$ cat src/logic/flash_erase_pkg.sv
// Command codes, addresses and timing constants for the flash erase host controller
package flash_erase_pkg;
    localparam logic [15:0] unlock1_data_c   = 16'h00aa;  // First unlock word
    localparam logic [15:0] unlock2_data_c   = 16'h0055;  // Second unlock word
    localparam logic [15:0] setup_data_c     = 16'h0080;  // Erase setup word
    localparam logic [15:0] sector_data_c    = 16'h0030;  // Sector erase and resume word
    localparam logic [15:0] chip_data_c      = 16'h0010;  // Chip erase word
    localparam logic [15:0] suspend_data_c   = 16'h00b0;  // Erase suspend word
    localparam logic [15:0] erased_data_c    = 16'hffff;  // Value of an erased word
    localparam logic [25:0] unlock1_addr_c   = 26'h0000555;  // Word address of cycles 1, 3, 4, and of cycle 6 of chip erase
    localparam logic [25:0] unlock2_addr_c   = 26'h00002aa;  // Word address of cycles 2, 5
    // Status bit positions on the data lines
    localparam int data_polling_pos_c = 7;  // Low while erasing, high when done
    localparam int toggle_pos_c       = 6;  // Toggles on each read while busy
    localparam int erase_timer_pos_c  = 3;  // High once the accept window closed
    localparam int alt_toggle_pos_c   = 2;  // Toggles in erasing or suspended sector
    // Timing in ns, and cycles at 250 MHz
    localparam int clk_period_ns_c    = 4;
    localparam int accept_window_ns_c = 50000;  // Sector accept window
    localparam int accept_gap_ns_c    = 40000;  // Our spacing margin, below the window
    localparam int suspend_max_ns_c   = 20000;  // Longest halt time after suspend
    localparam int accept_gap_cyc_c   = accept_gap_ns_c / clk_period_ns_c;
    localparam int suspend_max_cyc_c  = (suspend_max_ns_c + clk_period_ns_c - 1) / clk_period_ns_c;
    // Bus cycle timing in clock cycles
    localparam int we_low_cyc_c   = 4;  // Write strobe low time
    localparam int we_high_cyc_c  = 4;  // Write strobe high time
    localparam int rd_cyc_c       = 6;  // Read access time
    // Operations from the user
    typedef enum logic [2:0] {
        op_sector_erase, op_add_sector, op_chip_erase, op_suspend, op_resume, op_read, op_write
    } op_t;
endpackage : flash_erase_pkg

$ cat src/logic/flash_bus_cycle.sv
// One asynchronous flash bus cycle, write or read, timed in clock cycles
module flash_bus_cycle #(
    parameter int AW = 26,  // Word address width
    parameter int DW = 16   // Data width
) (
    input  wire logic          sys_clk_in,     // System clock
    input  wire logic          rst_n_in,       // Asynchronous reset, active low
    input  wire logic          start_in,       // Start a cycle, taken when idle
    input  wire logic          write_in,       // High for write, low for read
    input  wire logic [AW-1:0] addr_in,        // Word address
    input  wire logic [DW-1:0] wdata_in,       // Write data
    input  wire logic [DW-1:0] dq_in,          // Data lines from the device
    output logic               busy_out,       // Cycle running
    output logic               done_out,       // One-cycle pulse at cycle end
    output logic [DW-1:0]      rdata_out,      // Read data, registered
    output logic [AW-1:0]      addr_out,       // Address pins
    output logic [DW-1:0]      dq_out,         // Data pins driven value
    output logic               dq_oe_out,      // Data pins enable, high drives
    output logic               we_n_out,       // Write strobe, active low
    output logic               oe_n_out,       // Output enable, active low
    output logic               ce_n_out        // Chip enable, active low
);
    localparam int CW = 4;
    localparam logic [CW-1:0] wlow_c  = CW'(flash_erase_pkg::we_low_cyc_c - 1);
    localparam logic [CW-1:0] whigh_c = CW'(flash_erase_pkg::we_high_cyc_c - 1);
    localparam logic [CW-1:0] rd_c    = CW'(flash_erase_pkg::rd_cyc_c - 1);

    typedef enum logic [1:0] {ph_idle, ph_strobe, ph_hold} phase_t;
    phase_t        phase_q;  // Bus phase
    logic [CW-1:0] cnt_q;    // Phase timer
    logic          wr_q;     // Current cycle is a write

    // Sequence the pins; the rising write strobe at end of strobe phase latches data
    always_ff @(posedge sys_clk_in or negedge rst_n_in) begin
        if (!rst_n_in) begin
            phase_q   <= ph_idle;
            cnt_q     <= '0;
            wr_q      <= 1'b0;
            busy_out  <= 1'b0;
            done_out  <= 1'b0;
            rdata_out <= '0;
            addr_out  <= '0;
            dq_out    <= '0;
            dq_oe_out <= 1'b0;
            we_n_out  <= 1'b1;
            oe_n_out  <= 1'b1;
            ce_n_out  <= 1'b1;
        end else begin
            done_out <= 1'b0;
            case (phase_q)
                ph_idle: begin
                    if (start_in) begin
                        phase_q   <= ph_strobe;
                        wr_q      <= write_in;
                        busy_out  <= 1'b1;
                        addr_out  <= addr_in;
                        dq_out    <= wdata_in;
                        dq_oe_out <= write_in;
                        ce_n_out  <= 1'b0;
                        we_n_out  <= !write_in;
                        oe_n_out  <= write_in;
                        cnt_q     <= write_in ? wlow_c : rd_c;
                    end
                end
                ph_strobe: begin
                    if (cnt_q != '0) begin
                        cnt_q <= cnt_q - 1'b1;
                    end else begin
                        // Write strobe rises here; read data is sampled here
                        if (!wr_q) begin
                            rdata_out <= dq_in;
                        end
                        we_n_out <= 1'b1;
                        oe_n_out <= 1'b1;
                        phase_q  <= ph_hold;
                        cnt_q    <= whigh_c;
                    end
                end
                ph_hold: begin
                    // Data held past the strobe edge, then bus released
                    if (cnt_q != '0) begin
                        cnt_q <= cnt_q - 1'b1;
                    end else begin
                        dq_oe_out <= 1'b0;
                        ce_n_out  <= 1'b1;
                        busy_out  <= 1'b0;
                        done_out  <= 1'b1;
                        phase_q   <= ph_idle;
                    end
                end
                default: begin
                    phase_q <= ph_idle;
                end
            endcase
        end
    end
endmodule : flash_bus_cycle

$ cat src/logic/flash_erase_host.sv
// Host controller issuing erase, suspend and resume sequences to a parallel flash
module flash_erase_host #(
    parameter int AW          = 26,                                   // Word address width
    parameter int DW          = 16,                                   // Data width
    parameter int GAP_CYC     = flash_erase_pkg::accept_gap_cyc_c,    // Extra sector spacing
    parameter int SUSPEND_CYC = flash_erase_pkg::suspend_max_cyc_c    // Wait after suspend
) (
    input  wire logic                   sys_clk_in,    // System clock, 250 MHz
    input  wire logic                   rst_n_in,      // Asynchronous reset, active low
    input  wire logic                   req_in,        // Operation request, taken when ready
    input  wire flash_erase_pkg::op_t   op_in,         // Requested operation
    input  wire logic [AW-1:0]          addr_in,       // Sector or word address
    input  wire logic [DW-1:0]          wdata_in,      // Write data for op_write
    output logic                        ready_out,     // Idle and able to take a request
    output logic                        done_out,      // One-cycle pulse at completion
    output logic                        error_out,     // Request refused, pulse with done
    output logic [DW-1:0]               rdata_out,     // Read data of op_read
    output logic                        erasing_out,   // Sector erase running
    output logic                        suspended_out, // Erase suspended
    output logic                        chip_busy_out, // Chip erase running
    input  wire logic [DW-1:0]          dq_in,         // Data lines from the device
    output logic [DW-1:0]               dq_out,        // Data lines driven value
    output logic                        dq_oe_out,     // Data lines enable, high drives
    output logic [AW-1:0]               addr_out,      // Address pins
    output logic                        we_n_out,      // Write strobe, active low
    output logic                        oe_n_out,      // Output enable, active low
    output logic                        ce_n_out,      // Chip enable, active low
    output logic                        flash_rst_n_out // Hardware reset to device, low
);
    typedef enum logic [2:0] {st_idle, st_seq, st_wait_bus, st_poll, st_halt, st_finish}
        state_t;
    typedef enum logic [1:0] {md_none, md_sector, md_chip, md_suspended} mode_t;

    state_t          state_q;     // Sequencer state
    mode_t           mode_q;      // What the device is doing, as we see it
    logic [2:0]      step_q;      // Cycle index in a multi-cycle sequence
    logic [2:0]      last_q;      // Index of final cycle
    flash_erase_pkg::op_t op_q;   // Operation under way
    logic [AW-1:0]   taddr_q;     // Target address
    logic [DW-1:0]   tdata_q;     // Write data of op_write
    logic [31:0]     timer_q;     // Spacing and halt timer
    logic            bus_start_q; // Pulse to the bus cycle engine
    logic            bus_wr_q;    // Cycle is a write
    logic [AW-1:0]   bus_addr_q;  // Cycle address
    logic [DW-1:0]   bus_data_q;  // Cycle data
    logic            bus_busy;    // Engine running
    logic            bus_done;    // Engine finished a cycle
    logic [DW-1:0]   bus_rdata;   // Engine read data
    logic            poll_ref_q;  // Previous toggle bit while polling
    logic            poll_first_q;// First poll read pending
    logic            refused_q;   // Request taken but not started

    flash_bus_cycle #(.AW(AW), .DW(DW)) u_bus (
        .sys_clk_in (sys_clk_in),
        .rst_n_in   (rst_n_in),
        .start_in   (bus_start_q),
        .write_in   (bus_wr_q),
        .addr_in    (bus_addr_q),
        .wdata_in   (bus_data_q),
        .dq_in      (dq_in),
        .busy_out   (bus_busy),
        .done_out   (bus_done),
        .rdata_out  (bus_rdata),
        .addr_out   (addr_out),
        .dq_out     (dq_out),
        .dq_oe_out  (dq_oe_out),
        .we_n_out   (we_n_out),
        .oe_n_out   (oe_n_out),
        .ce_n_out   (ce_n_out)
    );

    // Address and data of each cycle of the six-cycle erase sequences
    function automatic logic [AW+DW-1:0] seq_word(input logic [2:0] step,
                                                  input flash_erase_pkg::op_t op,
                                                  input logic [AW-1:0] tgt);
        logic [AW-1:0] a;
        logic [DW-1:0] d;
        a = AW'(flash_erase_pkg::unlock1_addr_c);
        d = DW'(flash_erase_pkg::unlock1_data_c);
        case (step)
            3'h1, 3'h4: begin
                a = AW'(flash_erase_pkg::unlock2_addr_c);
                d = DW'(flash_erase_pkg::unlock2_data_c);
            end
            3'h2: d = DW'(flash_erase_pkg::setup_data_c);
            3'h5: begin
                if (op == flash_erase_pkg::op_chip_erase) begin
                    d = DW'(flash_erase_pkg::chip_data_c);
                end else begin
                    a = tgt;
                    d = DW'(flash_erase_pkg::sector_data_c);
                end
            end
            default: ;
        endcase
        return {a, d};
    endfunction : seq_word

    // Command sequencer: one cycle per step, then wait or poll as the operation needs
    always_ff @(posedge sys_clk_in or negedge rst_n_in) begin
        if (!rst_n_in) begin
            state_q      <= st_idle;
            mode_q       <= md_none;
            step_q       <= '0;
            last_q       <= '0;
            op_q         <= flash_erase_pkg::op_read;
            taddr_q      <= '0;
            tdata_q      <= '0;
            timer_q      <= '0;
            bus_start_q  <= 1'b0;
            bus_wr_q     <= 1'b0;
            bus_addr_q   <= '0;
            bus_data_q   <= '0;
            poll_ref_q   <= 1'b0;
            poll_first_q <= 1'b0;
            refused_q    <= 1'b0;
            ready_out    <= 1'b0;
            done_out     <= 1'b0;
            error_out    <= 1'b0;
            rdata_out    <= '0;
        end else begin
            bus_start_q <= 1'b0;
            done_out    <= 1'b0;
            error_out   <= 1'b0;
            if (timer_q != '0) begin
                timer_q <= timer_q - 1;
            end
            case (state_q)
                st_idle: begin
                    ready_out <= 1'b1;
                    if (req_in && ready_out) begin
                        ready_out <= 1'b0;
                        op_q      <= op_in;
                        taddr_q   <= addr_in;
                        tdata_q   <= wdata_in;
                        step_q    <= '0;
                        state_q   <= st_seq;
                        last_q    <= '0;
                        case (op_in)
                            flash_erase_pkg::op_sector_erase,
                            flash_erase_pkg::op_chip_erase: begin
                                // New erases only from plain read mode
                                if (mode_q != md_none) state_q <= st_finish;
                                last_q <= 3'h5;
                            end
                            flash_erase_pkg::op_add_sector: begin
                                // Only while our spacing timer keeps the window open
                                if (mode_q != md_sector || timer_q == '0) begin
                                    state_q <= st_finish;
                                end
                            end
                            flash_erase_pkg::op_suspend: begin
                                if (mode_q != md_sector) state_q <= st_finish;
                            end
                            flash_erase_pkg::op_resume: begin
                                if (mode_q != md_suspended) state_q <= st_finish;
                            end
                            default: begin
                                // Reads and writes: not while any erase is in charge
                                if (mode_q == md_sector || mode_q == md_chip) begin
                                    state_q <= st_finish;
                                end
                            end
                        endcase
                        // Assumed refused; cleared once the first bus cycle is set up
                        refused_q <= 1'b1;
                    end
                end
                st_seq: begin
                    refused_q   <= 1'b0;
                    bus_start_q <= 1'b1;
                    bus_wr_q    <= op_q != flash_erase_pkg::op_read;
                    case (op_q)
                        flash_erase_pkg::op_sector_erase,
                        flash_erase_pkg::op_chip_erase: begin
                            {bus_addr_q, bus_data_q} <= seq_word(step_q, op_q, taddr_q);
                        end
                        flash_erase_pkg::op_add_sector: begin
                            bus_addr_q <= taddr_q;
                            bus_data_q <= flash_erase_pkg::sector_data_c;
                        end
                        flash_erase_pkg::op_suspend: begin
                            bus_addr_q <= taddr_q;
                            bus_data_q <= flash_erase_pkg::suspend_data_c;
                        end
                        flash_erase_pkg::op_resume: begin
                            bus_addr_q <= taddr_q;
                            bus_data_q <= flash_erase_pkg::sector_data_c;
                        end
                        default: begin
                            // Suspended program or read of other sectors
                            bus_addr_q <= taddr_q;
                            bus_data_q <= tdata_q;
                        end
                    endcase
                    state_q <= st_wait_bus;
                end
                st_wait_bus: begin
                    if (bus_done) begin
                        if (step_q != last_q) begin
                            step_q  <= step_q + 3'h1;
                            state_q <= st_seq;
                        end else begin
                            // Final strobe has risen: the window runs from here
                            case (op_q)
                                flash_erase_pkg::op_sector_erase,
                                flash_erase_pkg::op_add_sector: begin
                                    mode_q  <= md_sector;
                                    timer_q <= 32'(GAP_CYC);
                                    state_q <= st_finish;
                                end
                                flash_erase_pkg::op_chip_erase: begin
                                    mode_q  <= md_chip;
                                    state_q <= st_finish;
                                end
                                flash_erase_pkg::op_suspend: begin
                                    timer_q <= 32'(SUSPEND_CYC);
                                    state_q <= st_halt;
                                end
                                flash_erase_pkg::op_resume: begin
                                    mode_q  <= md_sector;
                                    state_q <= st_finish;
                                end
                                flash_erase_pkg::op_read: begin
                                    rdata_out <= bus_rdata;
                                    state_q   <= st_finish;
                                end
                                default: begin
                                    // Program while suspended: poll to completion
                                    poll_first_q <= 1'b1;
                                    state_q      <= st_poll;
                                end
                            endcase
                        end
                    end
                end
                st_halt: begin
                    // Suspend takes effect within the longest halt time
                    if (timer_q == '0) begin
                        mode_q  <= md_suspended;
                        state_q <= st_finish;
                    end
                end
                st_poll: begin
                    // Two reads in a row with equal toggle bit mean done
                    if (!bus_busy && !bus_start_q) begin
                        bus_start_q <= 1'b1;
                        bus_wr_q    <= 1'b0;
                        bus_addr_q  <= taddr_q;
                    end
                    if (bus_done) begin
                        poll_first_q <= 1'b0;
                        poll_ref_q   <= bus_rdata[flash_erase_pkg::toggle_pos_c];
                        if (!poll_first_q &&
                            bus_rdata[flash_erase_pkg::toggle_pos_c] == poll_ref_q) begin
                            bus_start_q <= 1'b0;
                            state_q     <= st_finish;
                        end
                    end
                end
                st_finish: begin
                    done_out  <= 1'b1;
                    error_out <= refused_q;  // Refusal shown alongside done
                    state_q   <= st_idle;
                end
                default: begin
                    state_q <= st_idle;
                end
            endcase
        end
    end

    // Erase completion is not tracked: mode_q leaves chip mode only at reset, sector mode only at reset or suspend,
    // and op_read is refused in those modes; this block decodes mode_q into levels and releases the device reset.
    always_ff @(posedge sys_clk_in or negedge rst_n_in) begin
        if (!rst_n_in) begin
            erasing_out     <= 1'b0;
            suspended_out   <= 1'b0;
            chip_busy_out   <= 1'b0;
            flash_rst_n_out <= 1'b0;
        end else begin
            flash_rst_n_out <= 1'b1;
            erasing_out     <= mode_q == md_sector;
            suspended_out   <= mode_q == md_suspended;
            chip_busy_out   <= mode_q == md_chip;
        end
    end
endmodule : flash_erase_host

$ cat config.mk
export PLATFORM = sky130hd
export DESIGN_NAME = flash_erase_host
export DESIGN_NICKNAME = d
export VERILOG_FILES = /design/src/logic/flash_erase_pkg.sv /design/src/logic/flash_bus_cycle.sv /design/src/logic/flash_erase_host.sv
export SDC_FILE = /design/constraint.sdc
export NUM_CORES = 1
export LEC_CHECK = 0
export ABC_AREA = 0
export BUFFER_PORTS_ARGS = -buffer_cell sky130_fd_sc_hd__buf_2
export CELL_PAD_IN_SITES_DETAIL_PLACEMENT = 1
export CELL_PAD_IN_SITES_GLOBAL_PLACEMENT = 1
export CORE_MARGIN = 2
export CORE_UTILIZATION = 46
export DETAILED_ROUTE_END_ITERATION = 8
export MAX_ROUTING_LAYER = met4
export PLACE_DENSITY_LB_ADDON = 0.25
export SLEW_MARGIN = 10
export SYNTH_ARGS = -nofsm -noshare
export SYNTH_HDL_FRONTEND = slang
export SYNTH_SLANG_ARGS = --single-unit
export TNS_END_PERCENT = 1
$ cat constraint.sdc
create_clock -name sys_clk_in -period 2.35 [get_ports sys_clk_in]
set_input_delay 0.47 -clock sys_clk_in [delete_from_list [all_inputs] [get_ports sys_clk_in]]
set_output_delay 0.47 -clock sys_clk_in [all_outputs]
set_load 0.02 [all_outputs]
* After elaboration in Yosys (flattened, before gate mapping) *
Cells that the tools add are included.

cells by class
  add/subtract/negate cells = 3
  eq/ne operators = 42
  muxes and demuxes = 75
  bitwise operators = 3
  reductions and logical operators = 48

operators by type and width
  kind                                                                  count
  32-bit 2-to-1 mux                                                     4
  26-bit one-hot mux with 2 select lines                                2
  26-bit 2-to-1 mux                                                     3
  32-bit one-hot mux with 2 select lines                                1
  3-bit 2-to-1 mux                                                      16
  16-bit one-hot mux with 3 select lines                                1
  32-bit zero test                                                      1
  32-bit nonzero test                                                   1
  32-bit by 1-bit subtractor with 32-bit output, second input constant  1
  8-bit one-hot mux with 3 select lines                                 1
  2-bit != test, second input constant                                  11
  3-bit by 2-bit == test with 1-bit output, second input constant       7
  3-bit == test, second input constant                                  7
  1-bit 2-to-1 mux                                                      20
  1-bit one-hot mux with 2 select lines                                 9
  2-bit nonzero test                                                    8
  3-bit one-hot mux with 5 select lines                                 1
  3-bit AND reduction                                                   5
  5-bit AND reduction                                                   3
  3-bit by 1-bit == test with 1-bit output, second input constant       4
  2-bit 2-to-1 mux                                                      6
  4-bit 2-to-1 mux                                                      3
  3-bit one-hot mux with 2 select lines                                 2
  3-bit one-hot mux with 4 select lines                                 1
  other kinds (26)                                                      53

storage, ports and cells
  register bits = 229
  bits of input ports = 64
  logic and storage cells = 206

* Logic depth before layout (Yosys ltp) *
  depth after elaboration = 6
  mapped depth = 9

* By module *
Synthesis repeated with hierarchy kept, for this count alone.

unflattened totals
  cells, all modules = 802
  area, all modules = 9,940.8 sq um

by module, submodules not included
  module            instances  cells each  area each (sq um)  seq. area each (sq um)
  flash_erase_host  1          600         6,947.9            3,906.2
  flash_bus_cycle   1          202         2,992.9            1,780.5

* Worst setup path after synthesis *
OpenSTA, ideal clock, no wires.

  kind = register to register
  from = register timer_q[0]
  to = register timer_q[27]
  library setup time = 0.077 ns
  data arrival time = 1.995 ns
  path slack = 0.277 ns
  stages on the path, launching flop included = 9
  clock period less this slack = 2.073 ns
  cells stage by stage = dfrtp_1 -> inv_1 -> ha_1 -> nor4b_1 -> and3_1 -> and4_1 -> buf_6 -> or4_2 -> a21oi_1

between the ends
  cells in the longest elaborated chain, start to end = 6
  elaborated cells between the ends (all ways) = 7
  those cells by class = add/sub (1); mux (5); reduce/logical (1)

RTL lines
  item                                                                                         RTL line                                          RTL
  start: declaration                                                                           flash_erase_host.sv:41                            logic [31:0] timer_q;
  start signal: assignment                                                                     flash_erase_host.sv:126                           timer_q <= timer_q - 1;
  start signal: assignment                                                                     flash_erase_host.sv:209                           timer_q <= 32'(GAP_CYC);
  start signal: assignment                                                                     flash_erase_host.sv:217                           timer_q <= 32'(SUSPEND_CYC);
  32-bit by 1-bit subtractor with 32-bit output / 32-bit nonzero test (equally long branches)  flash_erase_host.sv:126, flash_erase_host.sv:125
  32-bit 2-to-1 mux (*)                                                                        flash_erase_host.sv:125                           if (timer_q != '0) begin
  32-bit one-hot mux with 2 select lines                                                       flash_erase_host.sv:205                           case (op_q)
  32-bit 2-to-1 mux                                                                            flash_erase_host.sv:200                           if (step_q != last_q) begin
  32-bit 2-to-1 mux                                                                            flash_erase_host.sv:199                           if (bus_done) begin
  32-bit 2-to-1 mux (*)                                                                        flash_erase_host.sv:128                           case (state_q)

Every way passes the cells marked *; elsewhere a longest branch is shown, timed or not.
A chain may end at the register's enable or synchronous reset.

* Worst setup path in the final report *
  from = register timer_q[3]
  to = register timer_q[30]

The elaborated chain is that of the path after synthesis.

==> flow_summary_export.csv <==
group,metric,value,unit
run_status,run_status,"completed",
yosys,postSynthNetCount,927,
grt,number_of_antenna_violations_at_the_first_check_in_global_routing,0,
grt,overflow,0,
yosys,seq_area_frac_synth,56.98,%
placement,weighted_congestion_at_the_end_of_routability_driven_global_placement,0.8463,
final_layout,post-route-util,57.50,%
yosys,synthDominantAreaCellType,"sky130_fd_sc_hd__dfrtp_1",
yosys,summed_instance_area_of_the_synthesized_netlist,0.009981,mm2
floorplanning,start_util,47.18,%
final_layout,fin_nets,1094,
pwr,power-per-cell-area,1302,mW/mm2
yosys,synth_adder_area_share,1.880,%
routing,post-route-drc-count,0,
pwr,total_leakage_power,5.719,nW
yosys,avgSynthCellArea,11.77,um2
worst_setup_path,timing.critical_path.buf_inv,2,
clock_tree,clkSinkCount,227,
final_layout,diodes,0,
yosys,syn-instance-count,848,
sta,setup_tns,0,ns
routing,detailedRoute.firstPassIterationCount,4,
clock_tree,cts.clk_slew.worst_paths,0.06,ns
routing,ratio_of_routed_vias_to_standard_cells,5.565,
worst_setup_path,crit_path_max_fanout,13,
run,cap_violations,0,
clock_tree,cts-root-buf,"sky130_fd_sc_hd__clkbuf_16",
grt,grt_first_pass_wirelength,41260,um
yosys,post_synth_and_or_nand_nor_area_fraction,14.30,%
sta,final_critical_path_share_of_the_clock_period,95.30,%
sta,setup_viol,0,
routing,routed-via-count,7279,
sta,slew-limit-headroom,63.47,%
yosys,synth.cells.most_frequent,"sky130_fd_sc_hd__dfrtp_1, sky130_fd_sc_hd__mux2_2, sky130_fd_sc_hd__nand2_1",
sta,min_period,2.240,ns
floorplanning,placeableCoreArea,0.02115,mm2
clock_tree,clock_tree_from_tritoncts,"built",
placement,place_hpwl,17090,um
pwr,finalPower,15.84,mW
floorplanning,die_width,151.3,um
sta,final_hold_violation_count,0,
worst_setup_path,setup.worst_path.end_class,"flip-flop",
sta,fmaxAchievable,446.5,MHz
grt,maximum_number_of_pins_on_one_net_before_global_route_repair,58,
worst_setup_path,worst_setup_path_start_kind,"flip-flop",
yosys,synth_top_family_by_area,"simple AND/OR/NAND/NOR gates",
routing,postRouteAntennaNets,0,
clock_tree,cts-buffers-inserted,25,
yosys,synth-main-ff-cell,"sky130_fd_sc_hd__dfrtp_1",
worst_setup_path,critical_path.max_stage_delay,0.43,ns
grt,groute.usage.overall,23.40,%
min_path,hold_path.class,"input port to flip-flop",
clock_tree,cts.htree.levels,1,
worst_setup_path,largest_delay_contributor_family_on_the_critical_path,"simple AND/OR/NAND/NOR gates",
pwr,power.ir.vdd_worst,0.8339,mV
yosys,synthesis.yosys.warnings,0,
yosys,synth_async_sr_flop_share,100.0,%
routing,total_wirelength,25300,um
sta,timing.clock.skew,0.006532,ns
worst_setup_path,critical_path_class,"flip-flop to flip-flop",
worst_setup_path,crit_chain,"buf_4, nor4_4, and4_2, o31ai_1, buf_4, or4_1, mux2i_1",
yosys,synth_largest_type_area_fraction,55.66,%
yosys,synth_seq_cells,227,
worst_setup_path,cp.arrival,2.64,ns
yosys,synth_compound_area_share,9.803,%
routing,wl_per_cell,19.34,um
final_layout,area_delta_synth_final,21.86,%
clock_tree,clock_path_buffers,3,
worst_setup_path,critical_path.most_common_cell,"sky130_fd_sc_hd__buf_4",
worst_setup_path,timing.critical_path.required,2.75,ns
floorplanning,rows,53,
clock_tree,postCtsSetupBuffers,0,
worst_setup_path,master_of_the_slowest_instance_on_the_critical_path,"sky130_fd_sc_hd__or4_1",
final_layout,layout.filler_cells,2215,
floorplanning,die-area,0.02289,mm2
final_layout,drive_above_1_share,36.50,%
sta,slew_viol_final,0,
floorplanning,io_pins,133,
clock_tree,clock_insertion_delay_worst_skew,0.52,ns
yosys,synth.most_common_cell,"sky130_fd_sc_hd__dfrtp_1",
routing,drt-initial-drc-count,177,
yosys,post_synth_mux_area_share,14.05,%
grt,vias_in_the_first_global_route,7903,
yosys,synth-xor-area-share,0.3510,%
yosys,synth_edf_count,0,
sta,rsz_0062_raised_after_global_routing,"false",
yosys,synth_top_cells_by_area,"sky130_fd_sc_hd__dfrtp_1, sky130_fd_sc_hd__mux2_2, sky130_fd_sc_hd__nand2_1",
placement,io_buffers,132,
yosys,synth_cell_types,74,
floorplanning,die_y,151.3,um
sta,tightestPinTransition,0.5479,ns
==> layout by cell type, fill, tap and decap left out, types with 4 or more instances in the layout <==
cell type and count:
sky130_fd_sc_hd__dfrtp_1 222, sky130_fd_sc_hd__buf_2 131, sky130_fd_sc_hd__mux2_2 121, sky130_fd_sc_hd__nand2_1 72
sky130_fd_sc_hd__nor2_1 61, sky130_fd_sc_hd__a21oi_1 46, sky130_fd_sc_hd__buf_4 43, sky130_fd_sc_hd__o21ai_0 35
sky130_fd_sc_hd__nand3_1 25, sky130_fd_sc_hd__clkbuf_16 25, sky130_fd_sc_hd__or3_1 16, sky130_fd_sc_hd__inv_1 15
sky130_fd_sc_hd__ha_1 15, sky130_fd_sc_hd__nand2b_1 13, sky130_fd_sc_hd__nor3_1 12, sky130_fd_sc_hd__a22o_1 9
sky130_fd_sc_hd__clkbuf_8 9, sky130_fd_sc_hd__nor2b_1 8, sky130_fd_sc_hd__buf_12 8, sky130_fd_sc_hd__o31ai_1 7
sky130_fd_sc_hd__or4_1 7, sky130_fd_sc_hd__nand4_1 7, sky130_fd_sc_hd__a221o_1 6, sky130_fd_sc_hd__a31oi_1 5
sky130_fd_sc_hd__nand3b_1 5, sky130_fd_sc_hd__a21o_1 5, sky130_fd_sc_hd__o22ai_1 5, sky130_fd_sc_hd__dfstp_2 5
sky130_fd_sc_hd__nor4_1 4, sky130_fd_sc_hd__and2_1 4, sky130_fd_sc_hd__mux2i_1 4, sky130_fd_sc_hd__o211ai_1 4
sky130_fd_sc_hd__clkbuf_1 4
==> cells by family after synthesis <==
group                      count (synthesis)
other                                      1
adders and majority gates                 15
muxes                                    125
xor gates and xnor gates                   4
AOI/OAI and AO/OA                        149
DFF                                      227
and+or+nand+nor                          268
buffers and inverters                     59
==> final timing paths <==
kind / start / endpoint / slack [ns] / cells after the start
setup / recovery: timer_q[3] / timer_q[30] / 0.11 / 7
hold / removal: wdata_in[7] / tdata_q[7] / 0.18 / 2
setup reg to reg: timer_q[3] / timer_q[30] / 0.11 / 7
hold reg to reg: bus_addr_q[21] / bus_addr_q[21] / 0.47 / 2
max in group asynchronous: rst_n_in / u_bus.dq_out[12] / 1.09 / 3
min in group asynchronous: rst_n_in / timer_q[18] / 0.48 / 2
==> metrics by stage <==
stage / cells / setup WS (ns) / hold WS [ns] / cell area, um2
2_1_floorplan: 848 / 0.2772 / 0.1744 / 9981
3_3_place_gp: 1262 / 0.1812 / 0.4322 / 11290
6_report: 1308 / 0.1104 / 0.1808 / 12160
4_1_cts: 1308 / 0.1116 / 0.1659 / 12160
3_5_place_dp: 1262 / 0.1370 / 0.4360 / 11290
5_1_grt: 1308 / 0.009931 / 0.1719 / 12160
==> flip-flops by register name (all words and copies together), names as in the netlist, 4 cells and up <==
name / flops
bus_addr_q: 26
bus_data_q: 16
rdata_out: 16
taddr_q: 26
tdata_q: 16
timer_q: 32
u_bus.addr_out: 26
u_bus.cnt_q: 4
u_bus.dq_out: 16
u_bus.rdata_out: 16
==> what timing repair did <==
item                                   4_1_cts  5_1_grt
endpoints found under the hold margin       51        0
hold buffers                                 1        0
resized for setup                            0        2
setup endpoints to repair                    0        6
==> final cells by class <==
type / instances / area (um2) / area share [%]
Inverter: 15 / 56.30 / 0.4629
Tap cell: 275 / 344.1 / 2.829
Sequential cell: 227 / 5687 / 46.75
Clock buffer: 38 / 764.5 / 6.285
Timing Repair Buffer: 184 / 1164 / 9.567
Clock inverter: 7 / 95.09 / 0.7818
Multi-Input combinational cell: 562 / 4053 / 33.32
==> metal layers <==
metal,share of wire [%],global-route usage [%],vias up
met5,0,-,-
met4,1.6,4.299,0
met3,3.8,3.614,29
met2,52,40.59,125
met1,43,29.43,3753
li1,-,-,3372
==> power breakdown <==
part / switching (mW) / internal (mW) / total [mW]
clock network: 1.56 / 2.46 / 4.02
registers: 1.08 / 5.45 / 6.53
logic: 2.91 / 2.38 / 5.29
Power figures use the tool's default switching activity.
